## config.mk

```make
export PLATFORM = sky130hd
export DESIGN_NAME = sensor_register_bank
export DESIGN_NICKNAME = d
export VERILOG_FILES = /design/src/inc/sensor_regs_pkg.sv /design/src/rtl/operating_timer.sv /design/src/rtl/sensor_register_bank.sv
export VERILOG_INCLUDE_DIRS = /design/src /design/src/inc
export SDC_FILE = /design/constraint.sdc
export NUM_CORES = 1
export LEC_CHECK = 0
export ABC_AREA = 1
export BUFFER_PORTS_ARGS = -buffer_cell sky130_fd_sc_hd__buf_2
export CORE_MARGIN = 2
export CORE_UTILIZATION = 35
export CTS_CLUSTER_SIZE = 14
export DETAILED_ROUTE_END_ITERATION = 8
export PLACE_DENSITY = 0.59
export SLEW_MARGIN = 25
export SYNTH_ARGS = -nofsm -noshare
export SYNTH_HDL_FRONTEND = slang
export SYNTH_SLANG_ARGS = --single-unit
```

## constraint.sdc

```tcl
create_clock -name clock -period 2.8 [get_ports clock]
set_input_delay 0.14 -clock clock [delete_from_list [all_inputs] [get_ports clock]]
set_output_delay 0.14 -clock clock [all_outputs]
set_load 0.005 [all_outputs]
```

## src/inc/sensor_regs_consts.svh

```systemverilog
// register addresses, field positions, reset values and timing counts
// assumes inclusion by the timer, register bank and test modules
`ifndef SENSOR_REGS_CONSTS_SVH
`define SENSOR_REGS_CONSTS_SVH
`define ADDR_CONC 16'h9c41
`define ADDR_TEMP 16'h9c42
`define ADDR_HI_RELAY 16'h9c43
`define ADDR_WARN_RELAY 16'h9c44
`define ADDR_LO_THR 16'h9c45
`define ADDR_HI_THR 16'h9c46
`define ADDR_CFG_DETAIL 16'h9c47
`define ADDR_FW_UPPER 16'h9c48
`define ADDR_FW_LOWER 16'h9c49
`define ADDR_MAP_VER 16'h9c4a
`define ADDR_FAULT_BITS 16'h9c4b
`define ADDR_FAULT_SUM 16'h9c4c
`define ADDR_HI_UNLATCH 16'h9c4d
`define ADDR_WARN_UNLATCH 16'h9c4e
`define ADDR_SERIAL_UP 16'h9c4f
`define ADDR_SERIAL_LO 16'h9c50
`define ADDR_RUN_UP 16'h9c51
`define ADDR_RUN_LO 16'h9c52
`define ADDR_PEAK 16'h9c53
`define ADDR_RANGE 16'h9c54
`define ADDR_UNITS 16'h9c55
`define ADDR_STATE 16'h9c57
`define ADDR_MULT 16'h9c58
`define ADDR_CAL_REF 16'h9c59
`define ADDR_CAL_DUE 16'h9c5a
`define ADDR_LOWEST 16'h9c41
`define ST_RUN_BIT 0
`define ST_ALARM_BIT 1
`define ST_WARM_BIT 2
`define ST_TROUBLE_BIT 3
`define ST_CAL_BIT 4
`define ST_CAL_PASS_BIT 5
`define ST_CAL_FAIL_BIT 6
`define CAL_DUE_LONG 16'h016d
`define CAL_DUE_SHORT 16'h00b4
`define RST_LO_THR 16'h0014
`define RST_HI_THR 16'h003c
`define RST_RANGE 16'h0064
`define RST_UNITS 16'h0001
`define RST_CAL_REF 16'h0032
`define SECOND_S 1
`define CLK_HZ 50000000
`define SECOND_CYCLES (`SECOND_S * `CLK_HZ)
`endif

```

## src/inc/sensor_regs_pkg.sv

```systemverilog
// types shared by the register bank
// assumes the consts header sits in the include path
package sensor_regs_pkg;
   typedef enum logic [1:0] {
      ACC_IDLE,
      ACC_DECODE,
      ACC_ANSWER
   } access_state_t;
   typedef logic [15:0] word_t;
endpackage

```

## src/rtl/operating_timer.sv

```systemverilog
// one-second tick and 32-bit run time counter
// assumes a 50 MHz clock
`include "sensor_regs_consts.svh"
module operating_timer
   import sensor_regs_pkg::*;
#(
   parameter int unsigned SECOND_CYCLES = `SECOND_CYCLES
)
(
   input wire logic clock,
   input wire logic rst_n,
   output logic [31:0] seconds
);
   logic [25:0] div_r;
   logic [25:0] div_nxt;
   logic [31:0] sec_r;
   logic [31:0] sec_nxt;
   logic tick;

   always_comb
   begin
      tick = (div_r == 26'(SECOND_CYCLES - 1));
      div_nxt = tick ? 26'h0 : div_r + 26'h1;
      sec_nxt = tick ? sec_r + 32'h1 : sec_r;
   end

   always_ff @(posedge clock or negedge rst_n)
   begin
      if (!rst_n)
      begin
         div_r <= 26'h0;
         sec_r <= 32'h0;
      end
      else
      begin
         div_r <= div_nxt;
         sec_r <= sec_nxt;
      end
   end

   assign seconds = sec_r;
endmodule

```

## src/rtl/sensor_register_bank.sv

```systemverilog
// register bank of a gas sensor module, served by read and write commands
// assumes the command decoder hands over address and data as one-cycle
// strobes and the measurement core drives the live inputs on this clock
`include "sensor_regs_consts.svh"
module sensor_register_bank
   import sensor_regs_pkg::*;
#(
   parameter logic [15:0] CFG_DETAIL = 16'h0001, // arbitrary
   parameter logic [15:0] FW_UPPER = 16'h0064, // arbitrary
   parameter logic [15:0] FW_LOWER = 16'h0041, // arbitrary
   parameter logic [15:0] MAP_VER = 16'h0001, // arbitrary
   parameter logic [15:0] PRODUCT_CODE = 16'h1234, // arbitrary
   parameter logic [23:0] SERIAL_ID = 24'h00abcd, // arbitrary
   parameter logic [15:0] MULTIPLIER = 16'h000a,
   parameter logic LONG_CAL_INTERVAL = 1'b1,
   parameter int unsigned SECOND_CYCLES = `SECOND_CYCLES
)
(
   input wire logic clock,
   input wire logic rst_n,
   input wire logic req_valid,
   input wire logic req_write,
   input wire logic [15:0] req_addr,
   input wire logic [15:0] req_data,
   output logic resp_valid,
   output logic [15:0] resp_data,
   input wire logic [15:0] gas_level,
   input wire logic [15:0] temp_tenths,
   input wire logic [15:0] fault_bits,
   input wire logic warming,
   input wire logic cal_active,
   input wire logic cal_pass,
   input wire logic cal_fail,
   input wire logic day_tick,
   output logic high_alarm_relay,
   output logic warning_relay
);
   access_state_t st_r;
   access_state_t st_nxt;
   logic wr_r;
   logic wr_nxt;
   logic [15:0] addr_r;
   logic [15:0] addr_nxt;
   logic [15:0] data_r;
   logic [15:0] data_nxt;
   logic resp_valid_r;
   logic resp_valid_nxt;
   logic [15:0] resp_r;
   logic [15:0] resp_nxt;
   logic hi_latch_r;
   logic hi_latch_nxt;
   logic warn_latch_r;
   logic warn_latch_nxt;
   logic [15:0] lo_thr_r;
   logic [15:0] lo_thr_nxt;
   logic [15:0] hi_thr_r;
   logic [15:0] hi_thr_nxt;
   logic [15:0] range_r;
   logic [15:0] range_nxt;
   logic [15:0] units_r;
   logic [15:0] units_nxt;
   logic [15:0] cal_ref_r;
   logic [15:0] cal_ref_nxt;
   logic [15:0] cal_due_r;
   logic [15:0] cal_due_nxt;
   logic [15:0] cal_cnt_r;
   logic [15:0] cal_cnt_nxt;
   logic [15:0] peak_r;
   logic [15:0] peak_nxt;
   logic pass_seen_r;
   logic pass_seen_nxt;
   logic [31:0] run_seconds;
   logic [15:0] conc;
   logic hi_now;
   logic warn_now;
   logic any_trouble;
   logic [15:0] state_flags;
   logic do_write;

   operating_timer #(
      .SECOND_CYCLES(SECOND_CYCLES)
   ) u_timer (
      .clock(clock),
      .rst_n(rst_n),
      .seconds(run_seconds)
   );

   // gas_level is in display units; scaling kept in the low 16 bits
   assign conc = 16'(gas_level * MULTIPLIER);
   assign hi_now = conc >= hi_thr_r;
   assign warn_now = conc >= lo_thr_r;
   assign any_trouble = (fault_bits != 16'h0);

   always_comb
   begin
      state_flags = 16'h0;
      state_flags[`ST_RUN_BIT] = !warming && !cal_active && !any_trouble;
      state_flags[`ST_ALARM_BIT] = state_flags[`ST_RUN_BIT] &&
         (hi_latch_r || warn_latch_r);
      state_flags[`ST_WARM_BIT] = warming;
      state_flags[`ST_TROUBLE_BIT] = any_trouble;
      state_flags[`ST_CAL_BIT] = cal_active;
      state_flags[`ST_CAL_PASS_BIT] = cal_active && pass_seen_r;
      state_flags[`ST_CAL_FAIL_BIT] = cal_active && cal_fail;
      // an all-clear word would read as trouble, so force the flag
      if (state_flags == 16'h0)
      begin
         state_flags[`ST_TROUBLE_BIT] = 1'b1;
      end
   end

   function automatic logic [15:0] read_reg(input logic [15:0] a);
      logic [15:0] v;
      v = 16'h0;
      unique case (a)
         `ADDR_CONC: v = conc;
         `ADDR_TEMP: v = temp_tenths;
         `ADDR_HI_RELAY: v = {15'h0, hi_latch_r};
         `ADDR_WARN_RELAY: v = {15'h0, warn_latch_r};
         `ADDR_LO_THR: v = lo_thr_r;
         `ADDR_HI_THR: v = hi_thr_r;
         `ADDR_CFG_DETAIL: v = CFG_DETAIL;
         `ADDR_FW_UPPER: v = FW_UPPER;
         `ADDR_FW_LOWER: v = FW_LOWER;
         `ADDR_MAP_VER: v = MAP_VER;
         `ADDR_FAULT_BITS: v = fault_bits;
         `ADDR_FAULT_SUM: v = {15'h0, any_trouble};
         `ADDR_HI_UNLATCH: v = {15'h0, hi_now};
         `ADDR_WARN_UNLATCH: v = {15'h0, warn_now};
         `ADDR_SERIAL_UP: v = {8'h0, SERIAL_ID[23:16]};
         `ADDR_SERIAL_LO: v = SERIAL_ID[15:0];
         `ADDR_RUN_UP: v = run_seconds[31:16];
         `ADDR_RUN_LO: v = run_seconds[15:0];
         // shared address: peak value wins, product code is unreachable
         `ADDR_PEAK: v = peak_r;
         // shared address: range wins, calibration count is unreachable
         `ADDR_RANGE: v = range_r;
         `ADDR_UNITS: v = units_r;
         `ADDR_STATE: v = state_flags;
         `ADDR_MULT: v = MULTIPLIER;
         `ADDR_CAL_REF: v = cal_ref_r;
         `ADDR_CAL_DUE: v = cal_due_r;
         default: v = 16'h0;
      endcase
      return v;
   endfunction

   always_comb
   begin
      st_nxt = st_r;
      wr_nxt = wr_r;
      addr_nxt = addr_r;
      data_nxt = data_r;
      resp_valid_nxt = 1'b0;
      resp_nxt = resp_r;
      do_write = 1'b0;
      unique case (st_r)
         ACC_IDLE:
         begin
            if (req_valid)
            begin
               wr_nxt = req_write;
               addr_nxt = req_addr;
               data_nxt = req_data;
               st_nxt = ACC_DECODE;
            end
         end
         ACC_DECODE:
         begin
            do_write = wr_r;
            st_nxt = ACC_ANSWER;
         end
         ACC_ANSWER:
         begin
            // read after the write landed, so the answer is the new value
            resp_nxt = read_reg(addr_r);
            resp_valid_nxt = 1'b1;
            st_nxt = ACC_IDLE;
         end
      endcase
   end

   always_comb
   begin
      lo_thr_nxt = lo_thr_r;
      hi_thr_nxt = hi_thr_r;
      range_nxt = range_r;
      units_nxt = units_r;
      cal_ref_nxt = cal_ref_r;
      hi_latch_nxt = hi_latch_r;
      warn_latch_nxt = warn_latch_r;
      // only writable registers listed; others ignore writes
      if (do_write)
      begin
         unique case (addr_r)
            `ADDR_LO_THR: lo_thr_nxt = data_r;
            `ADDR_HI_THR: hi_thr_nxt = data_r;
            `ADDR_RANGE: range_nxt = data_r;
            `ADDR_UNITS: units_nxt = data_r;
            `ADDR_CAL_REF: cal_ref_nxt = data_r;
            `ADDR_HI_RELAY:
            begin
               if (data_r == 16'h0)
               begin
                  hi_latch_nxt = 1'b0;
               end
            end
            `ADDR_WARN_RELAY:
            begin
               if (data_r == 16'h0)
               begin
                  warn_latch_nxt = 1'b0;
               end
            end
            default:
            begin
            end
         endcase
      end
      // a live condition wins over the reset write
      if (hi_now)
      begin
         hi_latch_nxt = 1'b1;
      end
      if (warn_now)
      begin
         warn_latch_nxt = 1'b1;
      end
   end

   always_comb
   begin
      cal_due_nxt = cal_due_r;
      cal_cnt_nxt = cal_cnt_r;
      pass_seen_nxt = cal_active ? (pass_seen_r || cal_pass) : 1'b0;
      peak_nxt = (conc > peak_r) ? conc : peak_r;
      if (cal_pass)
      begin
         cal_due_nxt = LONG_CAL_INTERVAL ? `CAL_DUE_LONG
                                         : `CAL_DUE_SHORT;
         cal_cnt_nxt = cal_cnt_r + 16'h1;
      end
      else if (day_tick)
      begin
         // two's complement: going below zero flags calibration overdue
         cal_due_nxt = cal_due_r - 16'h1;
      end
   end

   always_ff @(posedge clock or negedge rst_n)
   begin
      if (!rst_n)
      begin
         st_r <= ACC_IDLE;
         wr_r <= 1'b0;
         addr_r <= 16'h0;
         data_r <= 16'h0;
         resp_valid_r <= 1'b0;
         resp_r <= 16'h0;
         hi_latch_r <= 1'b0;
         warn_latch_r <= 1'b0;
         lo_thr_r <= `RST_LO_THR;
         hi_thr_r <= `RST_HI_THR;
         range_r <= `RST_RANGE;
         units_r <= `RST_UNITS;
         cal_ref_r <= `RST_CAL_REF;
         cal_due_r <= 16'h0;
         cal_cnt_r <= 16'h0;
         peak_r <= 16'h0;
         pass_seen_r <= 1'b0;
      end
      else
      begin
         st_r <= st_nxt;
         wr_r <= wr_nxt;
         addr_r <= addr_nxt;
         data_r <= data_nxt;
         resp_valid_r <= resp_valid_nxt;
         resp_r <= resp_nxt;
         hi_latch_r <= hi_latch_nxt;
         warn_latch_r <= warn_latch_nxt;
         lo_thr_r <= lo_thr_nxt;
         hi_thr_r <= hi_thr_nxt;
         range_r <= range_nxt;
         units_r <= units_nxt;
         cal_ref_r <= cal_ref_nxt;
         cal_due_r <= cal_due_nxt;
         cal_cnt_r <= cal_cnt_nxt;
         peak_r <= peak_nxt;
         pass_seen_r <= pass_seen_nxt;
      end
   end

   assign resp_valid = resp_valid_r;
   assign resp_data = resp_r;
   assign high_alarm_relay = hi_latch_r;
   assign warning_relay = warn_latch_r;
endmodule

```

==> summary.md, run 1 <==
| Metric | Value |
|---|---|
| Status | finished, final reports clean |
| Clock sink total | 224 |
| Layout Utilization | 0.422 |
| Global-route wire length before repair | between 70,000 and 80,000 um |
| Final Cycle Share | 0.906 |
| Synth Warn # | 0 |
| Final setup TNS | 0 ns |
| Max frequency | a little under 400 MHz |
| CP arrival | 2.96 ns |
| Initial Util | 0.353 |
| Ant. Diodes | 0 |
| Initial drt markers | 940 |
| Wirelength per Cell | 17.4 um |
| Setup WS pre-CTS | -0.362 ns |
| # IOs | 108 |
| Library cells used by synthesis | 42 |
| Gr ovfl total | 0 |
| CTS Buf Count | 26 |
| Cell Pwr Density | 614 mW/mm^2 |
| Share of cells above drive strength 1 | 0.133 |
| Post-synth net total | 2,088 |
| Clock slew at reported path FFs | 0.06 ns |
| Area delta synth->final | 19.6% |
| Count of final hold-check violations | 0 |
| CP Max Fanout | 10 |
| Worst r2r path cells | 9 |
| Commonest non-fill, non-tap cell in the layout | nand2_1 |
| Number of synthesized flops with an enable pin | 0 |
| DR DRC count | 0 |
| TritonCTS clock tree | built |
| DPL Wire Length | 35,500 um |
| Critical Path Sink Type | flip-flop |
| Max reg flops | 32 |
| Post-route ant nets | 0 |
| LEAKAGE | 8.18 nW |
| Final RePlAce weighted congestion | 0.932 |
| Gate count of the mapped netlist | 1,923 |
| FP Rows | 73 |
| CTS max path bufs | 3 |
| Detailed-route via count | around 13k |
| Final #Nets | 2,282 |
| Die W | 204 um |
| Synthesized cell area | 0.0140 mm^2 |
| Area of the core | approximately 0.040 mm^2 |
| DIE HEIGHT | approximately 200 um |
| Ys async rst share | 1.00 |
| Root buffer cell | clkbuf_16 |
| Number of global-route vias before repair | 13.1k |
| Largest net degree at the start of global routing | 84 |
| Max Cap Viol | 0 |
| Hold Path Depth | 5 |
| Placed cell area | approximately 0.015 mm^2 |
| Worst-margin pin slew | 0.704 ns |
| Final WS setup | 0.262 ns |
| Full die area | 0.0415 mm^2 |
| WL final | 46,200 um |
| H-tree level count | 1 |
| Post-route cell area | 0.0167 mm^2 |
| Worst-skew pair later-pin latency | about 0.57 ns |
| Antenna violations before repair | 0 |
| Ys flop type | dfrtp_1 |
| Pins over their slew limit | 0 |
| Slew headroom | 0.530 |
| Min-delay worst type | in -> reg |
| Drt pass-1 iters | 5 |
| Setup Viol. Count Final | 0 |
| Fill count | 4,094 |
| DR vias/cell | 4.95 |
| WS Path Type | in -> reg |
| Final period demand of the worst path | 2.54 ns |
| Global-route usage over all layers | 0.225 |
| Most frequent cells in the layout | 523 x nand2_1, 263 x inv_1, 214 x nor2_1, 211 x dfrtp_1, 156 x o21ai_0 |
| Req. time, crit path | around 3.2 ns |
| Sequential share of the synthesized area | 0.403 |
| Startpoint Class | primary input |
| Seq cells post-synth | 224 |
| Syn_area_per_cell | 7.26 um^2 |
| VDD IR-drop max | roughly 0.52 mV |
| Post-CTS setup buffers | 0 |
| PortBufs | between 100 and 150 |
| Skew final | 0.0329 ns |
[power breakdown]
part | leakage, nW | switching [W] | internal [W]
registers | 2.90 | 0.000280 | 0.00362
logic | 4.86 | 0.00202 | 0.000974
clock network | 0.416 | 0.00142 | 0.00193
[synth_stat cells (13+ instances only)]
library cell / instances / area [um^2]
clkbuf_1: 28 / 105
nor3_1: 40 / 200
nand3_1: 91 / 455
xor2_1: 39 / 342
nand4_1: 49 / 307
inv_1: 265 / 995
o21ai_1: 17 / 85.1
a21oi_1: 75 / 375
nor2_1: 214 / 803
nand2_1: 524 / 1970
o21ai_0: 158 / 791
o21ai_2: 16 / 140
ha_1: 75 / 938
dfrtp_1: 211 / 5280
dfstp_2: 13 / 342
nor4_1: 14 / 87.6
[layout make-up]
type / count / area [um^2] / share of cell area
Multi-Input combinational cell: 1378 / 7090 / 0.424
Sequential cell: 224 / 5620 / 0.337
Timing Repair Buffer: 212 / 1470 / 0.0879
Inverter: 275 / 1030 / 0.0619
Clock buffer: 37 / 742 / 0.0444
Tap cell: 525 / 657 / 0.0393
Clock inverter: 10 / 86.3 / 0.00517
[metrics by stage]
step                      total power (W)  cells  hold WS [ns]
final                              0.0102   2661        0.0414
after detailed placement          0.00684   2572         0.198
after floorplan                   0.00558   1923        -0.156
after global placement            0.00678   2572         0.195
after CTS                          0.0103   2660        0.0242
after global routing               0.0108   2661        0.0292
[layer usage]
metal  part of all wire  GRT usage  up-vias
li1                   -          -     6560
met1               0.45      0.305     6208
met2               0.45      0.362      321
met3              0.044     0.0278       96
met4              0.050      0.100        0
met5                  0          0        -
[final timing paths]
path | start | to | slack, ns
setup / recovery | gas_level[1] | peak_r[8] | 0.26
hold / removal | temp_tenths[10] | resp_data[10] | 0.04
setup reg to reg | addr_r[2] | resp_data[15] | 0.31
hold reg to reg | cal_due_r[15] | cal_due_r[15] | 0.47
max in group asynchronous | rst_n | resp_data[10] | 1.71
min in group asynchronous | rst_n | u_timer.div_r[13] | 0.16
[cells by family after synthesis]
logic type | Yosys count | synth area share
and+or+nand+nor | 969 | 0.297
xor gates and xnor gates | 45 | 0.0282
muxes | 6 | 0.00484
AOI/OAI and AO/OA | 282 | 0.108
adders and majority gates | 76 | 0.0687
buffers and inverters | 321 | 0.0904
DFF | 224 | 0.403
[critical path: stages]
cell     delay (ns)
buf_2          0.13
ha_1           0.28
ha_1           0.17
inv_1          0.06
fa_1           0.39
inv_2          0.09
nand3_1        0.07
nand3_1        0.11
xor2_1         0.20
inv_1          0.17
ha_1           0.33
nand2_1        0.06
nor2_1         0.10
nand2_1        0.06
o21ai_1        0.18
o21ai_2        0.11
buf_4          0.18
nand2_1        0.05
o21ai_0        0.09
[timing repair]
action,CTS,global route
hold buffers,41,0
setup endpoints to repair,0,17
endpoints found under the hold margin,122,0
gates resized for setup,0,8
(Power assumes the default switching activity.)
==> run 2: changes to the inputs <==
--- a/config.mk
+++ b/config.mk
@@ -9,10 +9,10 @@
 export ABC_AREA = 1
 export BUFFER_PORTS_ARGS = -buffer_cell sky130_fd_sc_hd__buf_2
 export CORE_MARGIN = 2
-export CORE_UTILIZATION = 35
+export CORE_UTILIZATION = 52
 export CTS_CLUSTER_SIZE = 14
 export DETAILED_ROUTE_END_ITERATION = 8
-export PLACE_DENSITY = 0.59
+export PLACE_DENSITY = 0.79
 export SLEW_MARGIN = 25
 export SYNTH_ARGS = -nofsm -noshare
 export SYNTH_HDL_FRONTEND = slang
==> constraint.sdc (replaced) <==
create_clock -name clock -period 2.8 [get_ports clock]
set_input_delay 0 -clock clock [delete_from_list [all_inputs] [get_ports clock]]
set_output_delay 0 -clock clock [all_outputs]
set_load 0.005 [all_outputs]
==> summary.md, run 2 (synthesis results as in run 1) <==
| Metric | Value |
|---|---|
| Most frequent cells in the layout | 523 x nand2_1, 265 x inv_1, 214 x nor2_1, 211 x dfrtp_1, 157 x o21ai_0 |
| Pins over their slew limit | 0 |
| Post_cts resized | 0 |
| Clock sink total | about 220 |
| Worst-skew pair later-pin latency | about 0.56 ns |
| Detailed-route via count | 13.8k |
| WS Path Type | in -> reg |
| Critical Path Sink Type | flip-flop |
| # IOs | approximately 110 |
| CTS Buf Count | 26 |
| Sw Ratio | 0.346 |
| Largest net degree at the start of global routing | 101 |
| Gr ovfl total | 0 |
| Global-route wire length before repair | 68,500 um |
| Clock slew at reported path FFs | 0.06 ns |
| TritonCTS clock tree | built |
| Area delta synth->final | 18.7% |
| Final RePlAce weighted congestion | a little under 1 |
| Startpoint Class | primary input |
| Min-delay worst type | in -> reg |
| Commonest non-fill, non-tap cell in the layout | nand2_1 |
| Status | finished with violations |
| Share of cells above drive strength 1 | 0.128 |
| Slew headroom | 0.464 |
| FP Rows | 59 |
| Req. time, crit path | between 3 and 4 ns |
| Max reg flops | 32 |
| Switching power | around 0.0036 W |
| Internal power | 0.00685 W |
| CTS max path bufs | 3 |
| Count of final hold-check violations | 0 |
| LEAKAGE | around 8.2 nW |
| VDD IR-drop max | just under 0.6 mV |
| Antenna violations before repair | 1 |
| Initial drt markers | 1,486 |
| Skew final | roughly 0.034 ns |
| Hold path startpoint | fault_bits[10] |
| CP arrival | 2.96 ns |
| Global-route usage over all layers | 0.309 |
| Drt pass-1 iters | 9 |
| Failing checks | design-rule violations |
| Fill count | 2,344 |
| DIE HEIGHT | 168 um |
| Max Cap Viol | 0 |
| Unrepaired setup endpoints after global routing | no |
| Full die area | about 0.028 mm^2 |
| Critical path origin | gas_level[1] |
| DR vias/cell | 5.59 |
| Finished Layout Cells | 2,468 |
| H-tree level count | 1 |
| Wirelength per Cell | 17.7 um |
| Clock power frac | 0.355 |
| Number of global-route vias before repair | 13.1k |
| DR DRC count | 2 |
| Final period demand of the worst path | 2.50 ns |
| Setup Viol. Count Final | 0 |
| Final #Nets | 2,278 |
| R2R Path Start | addr_r[2] |
| DPL Wire Length | 32,700 um |
| Cell total after placement | ~2.4k |
| Post-route cell area | 0.0166 mm^2 |
| Post-route ant nets | 0 |
| Ant. Diodes | 0 |
| CP Max Fanout | 14 |
| Logic pwr share | 0.274 |
| Area of the core | 0.0262 mm^2 |
| Final Cycle Share | 0.892 |
| Max frequency | 400 MHz |
| Die W | 168 um |
| Sequential Power Share | 0.371 |
| # hold bufs at CTS | 50 |
| Initial Util | 0.532 |
| WL final | around 44,000 um |
| Post-CTS setup buffers | 0 |
| Worst-margin pin slew | 0.804 ns |
| PortBufs | 106 |
| Root buffer cell | clkbuf_16 |
| Cell Pwr Density | around 630 mW/mm^2 |
| Placed cell area | 0.0151 mm^2 |
run 2: cell count changes in the layout (fill, tap and decap cells not counted), sizes merged:
cell	delta
clkinvlp	+1
dlygate4sd3	+9
bufinv	+3
buf	-13
clkinv	-2
clkbuf	-1
run 2: worst max-delay path, stage by stage:
cell and delay, ns:
buf_2 0.12, ha_1 0.29, ha_1 0.16, inv_1 0.05, fa_1 0.38, inv_1 0.11, nand3_1 0.08, nand3_1 0.10
nand4_1 0.11, nand2_1 0.08, nand2_1 0.06, nand2_1 0.08, inv_1 0.11, ha_1 0.30, nand3_1 0.08, inv_1 0.06
a21oi_1 0.14, o21ai_0 0.09, o21ai_1 0.14, buf_4 0.23, nor2_1 0.05, a21oi_1 0.11
run 2: final cells by class:
| cell class | count | area [um^2] | share of cell area |
|---|---|---|---|
| Inverter | 275 | 1030 | 0.0624 |
| Tap cell | 335 | 419 | 0.0253 |
| Clock inverter | 12 | 185 | 0.0112 |
| Clock buffer | 36 | 768 | 0.0464 |
| Multi-Input combinational cell | 1378 | 7070 | 0.427 |
| Sequential cell | 224 | 5620 | 0.339 |
| Timing Repair Buffer | 208 | 1470 | 0.0887 |
run 2: worst paths after layout:
check                                 to  slack, ns  cells after the start
max reg2reg                 resp_data[7]       0.38                      9
min in group asynchronous   resp_data[4]       0.11                      2
min reg2reg                 resp_data[8]       0.47                      2
max in group asynchronous    lo_thr_r[8]       1.86                      3
max                            peak_r[3]       0.30                     22
min                        resp_data[10]       0.03                      7
run 2: layer usage:
layer / share of wire / track usage / vias up / wire length, um
li1: - / - / 6553 / -
met2: 0.46 / 0.503 / 592 / 20000
met3: 0.076 / 0.0505 / 150 / 3310
met5: 0 / 0.00870 / - / 0
met4: 0.049 / 0.130 / 0 / 2140
met1: 0.42 / 0.411 / 6490 / 18400
run 2: power by group through the flow:
stage / Combinational [W] / Sequential [W] / Clock, W
after CTS: 0.00280 / 0.00388 / 0.00375
final: 0.00287 / 0.00389 / 0.00372
after global placement: 0.00264 / 0.00392 / 0
after global routing: 0.00320 / 0.00393 / 0.00389
after detailed placement: 0.00273 / 0.00393 / 0
after floorplan: 0.00172 / 0.00386 / 0
run 2: through the flow:
stage	hold slack [ns]	total power (W)	setup WS (ns)	TNS (ns)	util
floorplan	-0.296	0.00557	0.104	0	-
global placement	0.112	0.00656	-0.117	-1.27	0.577
detailed placement	0.112	0.00666	-0.196	-2.38	0.577
CTS	0.0180	0.0104	0.339	0	0.632
global route	0.0541	0.0110	0.0627	0	0.632
finish	0.0327	0.0105	0.302	0	0.632
